[src/hw/ebat_pkg.sv]
// ----------------------------------------------------------------------------
// shared constants and types of the external access sequencer
// ----------------------------------------------------------------------------
package ebat_pkg;

    // number of chip selects kept in the configuration table
    localparam int          NUM_CS           = 8;

    // data bus width codes
    localparam logic [1:0]  DBW_16           = 2'h1;
    localparam logic [1:0]  DBW_8            = 2'h2;

    // chip select 0 boot configuration and the byte access type codes
    localparam logic        BOOT_WAIT_ENABLE = 1'h1;
    localparam logic [2:0]  BOOT_WAIT_COUNT  = 3'h7;
    localparam logic [2:0]  BOOT_FLOAT_TIME  = 3'h0;
    localparam logic        BAT_BYTE_WRITE   = 1'h0;
    localparam logic        BAT_BYTE_SELECT  = 1'h1;

    // base address reset values, top twelve address bits
    localparam logic [11:0] CS0_BASE_RESET   = 12'h000;
    localparam logic [11:0] CS_BASE_STEP     = 12'h100;

    // global read protocol codes
    localparam logic        PROTO_STANDARD   = 1'h0;
    localparam logic        PROTO_EARLY      = 1'h1;

    // wait cycle count of an access with standard waits disabled, and the one added to a programmed count
    localparam logic [3:0]  NO_WAITS         = 4'h0;
    localparam logic [3:0]  ONE_WAIT         = 4'h1;

    // per chip select configuration
    typedef struct packed {
        logic [11:0] base;
        logic [2:0]  float_time;
        logic        bat;
        logic        wait_enable;
        logic [2:0]  wait_count;
        logic [1:0]  dbw;
    } ebat_cfg_t;

    // one access request from the processor side
    typedef struct packed {
        logic        write;
        logic        internal;
        logic [2:0]  cs;
        logic [23:0] addr;
        logic [15:0] wdata;
        logic [1:0]  be;
    } ebat_req_t;

    // sequencer states
    typedef enum {
        S_IDLE,
        S_FLOAT,
        S_EARLY,
        S_CSCHG,
        S_ACCESS
    } ebat_state_t;

endpackage

[src/hw/ebat_access.sv]
`timescale 1ns/10ps
`default_nettype none

module ebat_access
(
    // clock and reset
    input  wire logic               clk,
    input  wire logic               sys_rst,
    // boot strap
    input  wire logic               boot_width_select,
    // chip select configuration
    input  wire logic               cfg_write,
    input  wire logic [2:0]         cfg_sel,
    input  wire ebat_pkg::ebat_cfg_t cfg_data,
    input  wire logic               remap,
    // memory control
    input  wire logic               mc_write,
    input  wire logic               read_protocol_select,
    // processor side requests
    input  wire logic               req_valid,
    input  wire ebat_pkg::ebat_req_t req,
    output logic                    req_done,
    output logic [15:0]             req_rdata,
    // external bus
    output logic [23:0]             ext_addr,
    output logic [7:0]              chip_select_n,
    output logic                    read_strobe_n,
    output logic                    low_byte_write_n,
    output logic                    high_byte_write_n,
    input  wire logic [15:0]        data_in,
    output logic [15:0]             data_out,
    output logic                    data_oe_n,
    input  wire logic               wait_request_n,
    // status
    output logic [11:0]             cs0_base_active,
    output logic [1:0]              cs0_width,
    output logic                    busy
);

    // ------------------------------------------------------------------------
    // state and storage
    // ------------------------------------------------------------------------
    ebat_pkg::ebat_cfg_t   cfg [ebat_pkg::NUM_CS];    // chip select table
    logic                  boot_done;                 // strap taken
    logic                  proto;                     // global read protocol
    ebat_pkg::ebat_state_t state;                     // sequencer state
    ebat_pkg::ebat_state_t next_state;                // its next value
    ebat_pkg::ebat_req_t   cur;                       // access in flight
    ebat_pkg::ebat_req_t   next_cur;                  // request to present
    logic [3:0]            rem;                       // wait cycles left
    logic [3:0]            wtot;                      // waits of this access
    logic [2:0]            float_cnt;                 // pending float time
    logic                  last_valid;                // an external access ran
    logic [2:0]            last_cs;                   // its chip select
    logic                  last_write;                // it was a write, with no internal access since
    logic                  pend_early;                // early read wait owed
    logic                  pend_cs;                   // select change owed
    logic                  take;                      // request accepted
    logic                  finish;                    // external access ends
    logic                  chain;                     // same memory read follows
    logic                  stall;                     // wait request seen
    logic                  need_float;                // incoming needs float
    logic                  need_early;                // incoming needs early wait
    logic                  need_cs;                   // incoming changes memory
    // strobe shaping flops and the write strobe gate
    logic                  win_rd;                    // read window, rising edge
    logic                  win_wr;                    // write window, rising edge
    logic                  rd_early;                  // early read strobe
    logic                  win_bat;                   // access type of window
    logic [1:0]            win_be;                    // byte lanes of window
    logic                  rd_neg;                    // read half, falling edge
    logic                  wr_neg;                    // write half, falling edge
    logic                  wlow;                      // write strobe active

    // ------------------------------------------------------------------------
    // helpers
    // ------------------------------------------------------------------------
    // standard wait cycles of one chip select
    function automatic logic [3:0] wait_cycles(input ebat_pkg::ebat_cfg_t c);
        logic [3:0] n;
        n = {1'b0, c.wait_count} + ebat_pkg::ONE_WAIT;
        return c.wait_enable ? n : ebat_pkg::NO_WAITS;
    endfunction

    // the pin is sampled straight on the rising edge, no filtering
    assign stall = ~wait_request_n;

    // ------------------------------------------------------------------------
    // configuration table
    // ------------------------------------------------------------------------
    // boot values land under reset; the width strap is taken on the first
    // edge after release, since an async reset may only load constants
    always_ff @(posedge clk or posedge sys_rst)
    begin
        if (sys_rst)
        begin
            for (int i = 0; i < ebat_pkg::NUM_CS; i++)
            begin
                cfg[i] <= '0;
                cfg[i].base <= 12'(ebat_pkg::CS_BASE_STEP * i);
            end
            cfg[0].base        <= ebat_pkg::CS0_BASE_RESET;
            cfg[0].wait_enable <= ebat_pkg::BOOT_WAIT_ENABLE;
            cfg[0].wait_count  <= ebat_pkg::BOOT_WAIT_COUNT;
            cfg[0].bat         <= ebat_pkg::BAT_BYTE_WRITE;
            cfg[0].float_time  <= ebat_pkg::BOOT_FLOAT_TIME;
            cfg[0].dbw         <= ebat_pkg::DBW_16;
            boot_done          <= 1'b0;
        end
        else
        begin
            boot_done <= 1'b1;
            if (cfg_write)
                cfg[cfg_sel] <= cfg_data;
            else if (!boot_done)
                cfg[0].dbw <= boot_width_select ? ebat_pkg::DBW_8
                                                : ebat_pkg::DBW_16;
        end
    end

    // cs0 decoding base only moves on remap; its waits act at once
    always_ff @(posedge clk or posedge sys_rst)
    begin
        if (sys_rst)
            cs0_base_active <= ebat_pkg::CS0_BASE_RESET;
        else if (remap)
            cs0_base_active <= cfg[0].base;
    end

    // width readback
    always_ff @(posedge clk or posedge sys_rst)
    begin
        if (sys_rst)
            cs0_width <= ebat_pkg::DBW_16;
        else
            cs0_width <= cfg[0].dbw;
    end

    // one global protocol bit for every memory
    always_ff @(posedge clk or posedge sys_rst)
    begin
        if (sys_rst)
            proto <= ebat_pkg::PROTO_STANDARD;
        else if (mc_write)
            proto <= read_protocol_select;
    end

    // ------------------------------------------------------------------------
    // sequencer
    // ------------------------------------------------------------------------
    // what an incoming external request owes before its access
    always_comb
    begin
        need_float = (float_cnt != 3'h0) &&
                     (req.write || req.cs != last_cs);
        need_early = (proto == ebat_pkg::PROTO_EARLY) &&
                     !req.write && last_write;
        need_cs    = last_valid && (req.cs != last_cs);
    end

    // next state; a frozen access holds everything
    always_comb
    begin
        next_state = state;
        take       = 1'b0;
        finish     = (state == ebat_pkg::S_ACCESS) && !stall && (rem == 4'h0);
        chain      = finish && req_valid && !req.internal && !req.write &&
                     !cur.write && (req.cs == cur.cs);
        case (state)
            ebat_pkg::S_IDLE:
            begin
                if (req_valid)
                begin
                    take = 1'b1;
                    // internal work never waits on the external bus
                    if (req.internal)
                        next_state = ebat_pkg::S_IDLE;
                    else if (need_float)
                        next_state = ebat_pkg::S_FLOAT;
                    else if (need_early)
                        next_state = ebat_pkg::S_EARLY;
                    else if (need_cs)
                        next_state = ebat_pkg::S_CSCHG;
                    else
                        next_state = ebat_pkg::S_ACCESS;
                end
            end
            ebat_pkg::S_FLOAT:
            begin
                // float counts as a wait, so no select change follows
                if (float_cnt == 3'h0)
                    next_state = pend_early ? ebat_pkg::S_EARLY
                                            : ebat_pkg::S_ACCESS;
            end
            ebat_pkg::S_EARLY:
                next_state = ebat_pkg::S_ACCESS;
            ebat_pkg::S_CSCHG:
                next_state = ebat_pkg::S_ACCESS;
            ebat_pkg::S_ACCESS:
            begin
                if (chain)
                begin
                    take       = 1'b1;
                    next_state = ebat_pkg::S_ACCESS;
                end
                else if (finish)
                    next_state = ebat_pkg::S_IDLE;
            end
            default:
                next_state = ebat_pkg::S_IDLE;
        endcase
        next_cur = take ? req : cur;
    end

    // state register
    always_ff @(posedge clk or posedge sys_rst)
    begin
        if (sys_rst)
            state <= ebat_pkg::S_IDLE;
        else
            state <= next_state;
    end

    // request latch and owed waits
    always_ff @(posedge clk or posedge sys_rst)
    begin
        if (sys_rst)
        begin
            cur        <= '0;
            pend_early <= 1'b0;
            pend_cs    <= 1'b0;
        end
        else if (take)
        begin
            cur        <= req;
            pend_early <= need_early;
            pend_cs    <= need_cs;
        end
    end

    // wait counter: loaded on entry, frozen by the wait request
    always_ff @(posedge clk or posedge sys_rst)
    begin
        if (sys_rst)
        begin
            rem  <= ebat_pkg::NO_WAITS;
            wtot <= ebat_pkg::NO_WAITS;
        end
        else if (next_state == ebat_pkg::S_ACCESS &&
                 (state != ebat_pkg::S_ACCESS || chain))
        begin
            rem  <= wait_cycles(cfg[next_cur.cs]);
            wtot <= wait_cycles(cfg[next_cur.cs]);
        end
        else if (state == ebat_pkg::S_ACCESS && !stall && rem != 4'h0)
            rem <= rem - 4'h1;
    end

    // history of the last external access and its float time; float runs
    // down in every state, so internal accesses overlap it
    always_ff @(posedge clk or posedge sys_rst)
    begin
        if (sys_rst)
        begin
            float_cnt  <= 3'h0;
            last_valid <= 1'b0;
            last_cs    <= 3'h0;
            last_write <= 1'b0;
        end
        else if (finish)
        begin
            float_cnt  <= cur.write ? 3'h0 : cfg[cur.cs].float_time;
            last_valid <= 1'b1;
            last_cs    <= cur.cs;
            last_write <= cur.write;
        end
        else
        begin
            if (float_cnt != 3'h0)
                float_cnt <= float_cnt - 3'h1;
            if (take && req.internal)
                last_write <= 1'b0;
        end
    end

    // processor side answer
    always_ff @(posedge clk or posedge sys_rst)
    begin
        if (sys_rst)
        begin
            req_done  <= 1'b0;
            req_rdata <= 16'h0000;
            busy      <= 1'b0;
        end
        else
        begin
            req_done <= finish || (take && req.internal);
            busy     <= next_state != ebat_pkg::S_IDLE;
            if (finish && !cur.write)
                req_rdata <= data_in;
        end
    end

    // ------------------------------------------------------------------------
    // external pins, rising edge half
    // ------------------------------------------------------------------------
    // select and address open the access from its first edge
    always_ff @(posedge clk or posedge sys_rst)
    begin
        if (sys_rst)
        begin
            chip_select_n <= 8'hff;
            ext_addr      <= 24'h000000;
            data_out      <= 16'h0000;
            win_rd        <= 1'b0;
            win_wr        <= 1'b0;
            rd_early      <= 1'b0;
            win_bat       <= ebat_pkg::BAT_BYTE_WRITE;
            win_be        <= 2'h0;
        end
        else if (!(state == ebat_pkg::S_ACCESS && stall))
        begin
            if (next_state == ebat_pkg::S_ACCESS)
                chip_select_n <= ~(8'h01 << next_cur.cs);
            else
                chip_select_n <= 8'hff;
            ext_addr <= next_cur.addr;
            data_out <= next_cur.wdata;
            win_rd   <= next_state == ebat_pkg::S_ACCESS && !next_cur.write;
            win_wr   <= next_state == ebat_pkg::S_ACCESS && next_cur.write;
            // early strobe stays low across chained same memory reads
            rd_early <= next_state == ebat_pkg::S_ACCESS && !next_cur.write &&
                        proto == ebat_pkg::PROTO_EARLY;
            win_bat  <= cfg[next_cur.cs].bat;
            win_be   <= next_cur.be;
        end
    end

    // ------------------------------------------------------------------------
    // external pins, falling edge half
    // ------------------------------------------------------------------------
    // strobes fall mid cycle; write stays low until mid last cycle, or only
    // the half cycle when no waits are programmed
    always_ff @(negedge clk or posedge sys_rst)
    begin
        if (sys_rst)
        begin
            rd_neg    <= 1'b0;
            wr_neg    <= 1'b0;
            data_oe_n <= 1'b1;
        end
        else
        begin
            rd_neg    <= win_rd;
            wr_neg    <= win_wr && (rem != 4'h0 ||
                                    wtot == ebat_pkg::NO_WAITS);
            // drive from the strobe's fall to half a cycle past the fall of win_wr
            data_oe_n <= ~win_wr;
        end
    end

    // strobe pins: the half cycle shapes need both clock edges, so the write strobes gate a rising
    // edge flop with a falling edge one; read_strobe_n also ORs in rd_early, and high_byte_write_n in byte select mode uses rising edge flops only
    assign wlow              = win_wr & wr_neg;
    assign read_strobe_n     = ~(rd_early | (win_rd & rd_neg));
    assign low_byte_write_n  = ~(wlow & (win_bat | win_be[0]));
    assign high_byte_write_n = win_bat ? ~((win_rd | win_wr) & win_be[1])
                                       : ~(wlow & win_be[1]);
endmodule

`default_nettype wire

[config.mk]
export PLATFORM = sky130hd
export DESIGN_NAME = ebat_access
export DESIGN_NICKNAME = d
export VERILOG_FILES = /design/src/hw/ebat_pkg.sv /design/src/hw/ebat_access.sv
export SDC_FILE = /design/constraint.sdc
export NUM_CORES = 1
export LEC_CHECK = 0
export BUFFER_PORTS_ARGS = -buffer_cell sky130_fd_sc_hd__buf_2
export CAP_MARGIN = 10
export CORE_ASPECT_RATIO = 1.5
export CORE_MARGIN = 5
export CORE_UTILIZATION = 40
export DETAILED_ROUTE_END_ITERATION = 6
export SKIP_CTS_REPAIR_TIMING = 1
export SLEW_MARGIN = 25
export SYNTH_ARGS = -nofsm -noshare
export SYNTH_HDL_FRONTEND = slang
export SYNTH_SLANG_ARGS = --single-unit
[constraint.sdc]
create_clock -name clk -period 11.1 [get_ports clk]
set_input_delay 2.22 -clock clk [delete_from_list [all_inputs] [get_ports clk]]
set_output_delay 2.22 -clock clk [all_outputs]
set_load 0.02 [all_outputs]
Yosys cells after proc, flatten, opt, wreduce, memory -nomap -nowiden
Cells that the tools add are included.
Widths: inputs -> output; s select.
Operators by class
  add/sub/neg operators: 3
  multipliers: 0
  divide/modulo/power cells: 0
  order comparisons: 4
  equal/unequal tests: 10
  shift-type cells: 1
  mux-type cells: 36
  bitwise gates (word level): 18
  reductions and logical operators: 40
Operators with widths (count)
  $bwmux 176: 1
  $bmux 22 s3: 2
  $mux 32: 4
  $pmux 32 s4: 1
  $demux 22 s3: 1
  $eq 32x2->1 const B: 2
  $eq 32x4->1 const B: 2
  $mux 47: 1
  $eq 32x1->1 const B: 1
  $eq 32x3->1 const B: 1
  $logic_not 32->1: 1
  $ne 32x4->1 const B: 1
  $reduce_bool 32->1: 1
  $mux 3: 8
  $mux 22: 1
  $logic_and 1x1->1: 21
  $mux 10: 2
  $mux 7: 2
  $ge 4x4->1 const B: 3
  $mux 4: 3
  $not 3->4: 3
  $logic_not 4->1: 2
  $mux 8: 1
  $not 8->8: 1
  other kinds (21): 46
Storage, ports and cells
  bits in registers: 363
  bits in latches: 0
  memory bits (writable): 0
  bits in read-only memories: 0
  output and inout bits: 84
  memories: 0

Longest topological paths before layout
  depth in word-level cells: 18
  depth in mapped cells: 13
  depth with buffers taken out: 12

==> impl_metrics.ini <==
[outcome]
run_status = finished clean

[critical_path]
crit_path_slowest_cell = sky130_fd_sc_hd__dfrtn_1
critical_path_arrival_ns = 6.84
slowest_delay_ns = 0.33
worst_ep_required_time_ns = 8.88
ff2ff_setup_slack_ns = 4.43
crit_path_max_fanout = 2
critical_path_buf_inv_count = 1
rr_worst_depth = 2
crit_path_cell_trace = o21ai_0, nand2_1, nand2_1, buf_2
endpoint_kind = output pin
crit-reg2reg-launch = wtot[1]$_DFFE_PP0P_
cell_type_group_with_the_largest_total_delay_on_the_critical_path = flip-flops
worstSetupStartpointType = register
crit-reg2reg-capture = wr_neg$_DFF_NP0_
cp_common_cell = sky130_fd_sc_hd__nand2_1
setup.worst_path.class = reg -> out

[yosys]
number_of_cells_produced_by_synthesis = 738
synth_largest_type_area_fraction_pct = 58.2
main_combinational_cell_family_by_area_after_synthesis = multiplexers
ys_warn_count = 0
yosys_register_bits = 264
synth-xor-area-share_pct = 0.659
synth_flop_cell = sky130_fd_sc_hd__dfrtp_1
fraction_of_the_yosys_area_taken_by_sequential_cells_pct = 62.3
synth_area_leaders = sky130_fd_sc_hd__dfrtp_1 58%, sky130_fd_sc_hd__mux2_2 20%, sky130_fd_sc_hd__dfstp_2 3.7%
netlist-cell-type-count = 66
synth.area.mux_share_pct = 22.9
synth_enable_flop_cells = 0
syn_avg_cell_area_sq_um = 14.4
synthesis.area_sq_um = 10600
post_synthesis_share_of_cell_area_spent_on_and_or_nand_and_nor_gates_pct = 6.12
yosysTopAreaCell = sky130_fd_sc_hd__dfrtp_1
synth_compound_area_share_pct = 5.57
post_synth_fa_ha_maj_area_fraction_pct = 0.589
synth_async_sr_flop_share_pct = 100

[power]
power.density_nw_per_um2 = 171
leakage_nw = 6.35
ir_worst_vdd_mv = 0.189

[timing]
fin_hold_viols = 0
max-slew-margin-rel_pct = 34.1
finalSetupViolations = 0
clk_skew_ns = 0.0538
worstMarginPinSlew_ns = 0.983
drv_slew = 0
setup_ws_ns = 2.04
grt_setup_unrepaired = no
final.setup.tns_ns = 0

[die]
design.core.area_sq_um = 26400
dieHeight_um = 210
die_area_sq_um = 30000
chipWidth_um = 143
initial_utilization_pct = 40.3
number_of_top_level_design_ports = 181
placementRows = 73

[cts]
number_of_buffers_created_by_cts = 26
cts_max_path_buffers = 3
clockRootBuffer = sky130_fd_sc_hd__clkbuf_16
tritoncts = done
cts_max_level = 1
clk-insertion-delay-late_ns = 0.57
clock-sinks = 264
path_clk_slew_ns = 0.06

[hold_path]
hold_depth = 0
start_point_of_the_worst_hold_path = cfg[154]$_DFFE_PP1P_
hold_critical_path_endpoint = cs0_width[0]$_DFF_PP1_
worstHoldPathType = reg -> reg

[global_route]
grt_antenna_before_repair = 3
grt_remaining_overflow = 0
grt_first_pass_wirelength_um = 37300
via_count_of_the_first_global_routing_pass = 7148
grt_max_degree = 156
grt_use_total_pct = 15.3

[finish]
filler_cell_count = 2350
num-nets-final = 1052
area.growth.synth_to_final_pct = 21.8
fraction_of_final_layout_cells_sized_beyond_drive_strength_1_pct = 47.9

[drt]
aggregate_routed_wire_length_um = 22700
via_count = 6557
vias_per_cell = 5.01
post-route-drc-count = 0
wl_per_cell_um = 17.4
detail-route-antenna-nets = 0
first_pass_iters = 4
detailedRoute.firstIterationViolations = 292

[job]
maxCapViolCount = 0

[place]
portBuffers = 180
detailedPlacementHpwl_um = 16000
gpl.final_weighted_congestion = 0.792
detailedPlace.worstSlack_ns = 2.40
## synth_stat cells (3+ instances only)
master,instances
sky130_fd_sc_hd__nand4b_1,5
sky130_fd_sc_hd__nor2_1,25
sky130_fd_sc_hd__nor3_1,9
sky130_fd_sc_hd__mux2i_1,10
sky130_fd_sc_hd__nor2b_1,6
sky130_fd_sc_hd__nand2_1,25
sky130_fd_sc_hd__dfrtp_1,247
sky130_fd_sc_hd__o221ai_1,3
sky130_fd_sc_hd__nand4_1,3
sky130_fd_sc_hd__and2_1,7
sky130_fd_sc_hd__o21ai_0,13
sky130_fd_sc_hd__o22ai_1,6
sky130_fd_sc_hd__dfstp_2,15
sky130_fd_sc_hd__clkbuf_1,25
sky130_fd_sc_hd__a21oi_1,23
sky130_fd_sc_hd__inv_1,14
sky130_fd_sc_hd__mux4_2,6
sky130_fd_sc_hd__nand3_1,7
sky130_fd_sc_hd__buf_1,3
sky130_fd_sc_hd__or3_1,3
sky130_fd_sc_hd__o21ai_2,3
sky130_fd_sc_hd__xnor2_1,4
sky130_fd_sc_hd__or2_2,3
sky130_fd_sc_hd__nor4_1,11
sky130_fd_sc_hd__a21o_1,3
sky130_fd_sc_hd__a31oi_1,8
sky130_fd_sc_hd__ha_1,5
sky130_fd_sc_hd__xor2_1,4
sky130_fd_sc_hd__mux2_2,193
## registers in the layout (all words and copies together), names as in the netlist, 2 cells and up
name / count
cfg: 78
chip_select_n: 8
cs0_base_active: 12
cs0_width: 2
cur: 46
data_out: 16
ext_addr: 24
float_cnt: 3
last_cs: 3
rem: 4
req_rdata: 16
state: 32
win_be: 2
wtot: 4
## logic make-up after synthesis
group                    after synthesis
AO/OA/AOI/OAI                         84
multiplexers                         210
adder cells (fa/ha/maj)                5
flip-flops                           264
AND/OR/NAND/NOR                      119
XOR/XNOR                               8
buffers and inverters                 46
other                                  2
## worst max-delay path by stage
| stage | start | to | slack (ns) | cells after the start |
|---|---|---|---|---|
| 5_1_grt | wr_neg$_DFF_NP0_ | high_byte_write_n | 1.95 | 4 |
| 2_1_floorplan | sys_rst | rd_neg$_DFF_NP0_ | 0.004 | 1 |
| 3_3_place_gp | sys_rst | wr_neg$_DFF_NP0_ | 2.41 | 3 |
| 6_report | wr_neg$_DFF_NP0_ | high_byte_write_n | 2.04 | 4 |
| 3_5_place_dp | sys_rst | wr_neg$_DFF_NP0_ | 2.40 | 3 |
| 4_1_cts | wr_neg$_DFF_NP0_ | high_byte_write_n | 2.02 | 4 |
## layout by cell type (no fill, tap or decap), types with 4 or more instances in the layout
cell / netlist / final
sky130_fd_sc_hd__nor2_1: 25 / 25
sky130_fd_sc_hd__o22ai_1: 6 / 6
sky130_fd_sc_hd__xnor2_1: 4 / 4
sky130_fd_sc_hd__inv_1: 14 / 13
sky130_fd_sc_hd__o21ai_0: 13 / 13
sky130_fd_sc_hd__xor2_1: 4 / 4
sky130_fd_sc_hd__and2_1: 7 / 7
sky130_fd_sc_hd__bufinv_16: 0 / 5
sky130_fd_sc_hd__nor2b_1: 6 / 6
sky130_fd_sc_hd__mux2_2: 193 / 193
sky130_fd_sc_hd__nor4_1: 11 / 11
sky130_fd_sc_hd__clkbuf_16: 0 / 27
sky130_fd_sc_hd__mux4_2: 6 / 6
sky130_fd_sc_hd__clkinvlp_4: 0 / 4
sky130_fd_sc_hd__clkbuf_1: 25 / 7
sky130_fd_sc_hd__clkinv_2: 0 / 4
sky130_fd_sc_hd__mux2i_1: 10 / 10
sky130_fd_sc_hd__ha_1: 5 / 5
sky130_fd_sc_hd__buf_2: 1 / 180
sky130_fd_sc_hd__conb_1: 2 / 30
sky130_fd_sc_hd__a21oi_1: 23 / 23
sky130_fd_sc_hd__dfstp_2: 15 / 15
sky130_fd_sc_hd__nor3_1: 9 / 6
sky130_fd_sc_hd__buf_4: 0 / 6
sky130_fd_sc_hd__a31oi_1: 8 / 8
sky130_fd_sc_hd__dfrtp_1: 247 / 247
sky130_fd_sc_hd__nand4b_1: 5 / 5
sky130_fd_sc_hd__nand2_1: 25 / 25
sky130_fd_sc_hd__nand3_1: 7 / 7
## metal layers
layer	share of wire, %	wire (um)	up-vias	track usage [%]
li1	-	-	3064	-
met2	51	11700	172	27.1
met4	2.2	499	0	4.07
met5	0	0	-	0
met1	40	9080	3286	19.0
met3	6.5	1470	35	3.12
## metrics by stage
stage	hold WS, ns	cell area [sq um]	total power (W)	utilization [%]	std cells
after floorplan	0.354	10700	0.00123	-	766
after global placement	0.360	12000	0.00129	45.5	1259
after detailed placement	0.359	12000	0.00129	45.5	1259
after CTS	0.369	12900	0.00224	49.0	1307
after global routing	0.375	12900	0.00231	49.0	1308
final	0.368	12900	0.00221	49.0	1309
## area by class of cell
cell class / instances / area [sq um] / share of cell area, %
multi-input cells: 456 / 3940 / 30.5
diodes: 2 / 5.00 / 0.0387
inverters: 14 / 56.3 / 0.435
flip-flops and latches: 264 / 6630 / 51.2
clock inverters: 13 / 196 / 1.52
repair buffers: 187 / 966 / 7.46
clock buffers: 36 / 729 / 5.64
well taps: 337 / 422 / 3.26
## report_power, final
| part | switching, W | total (W) | internal, W | leakage (nW) |
|---|---|---|---|---|
| Clock | 0.000360 | 0.000937 | 0.000577 | 0.447 |
| Combinational | 0.0000883 | 0.000184 | 0.0000958 | 2.51 |
| Sequential | 0.0000396 | 0.00109 | 0.00105 | 3.40 |
Note: power is estimated with default switching activity, not from simulation.
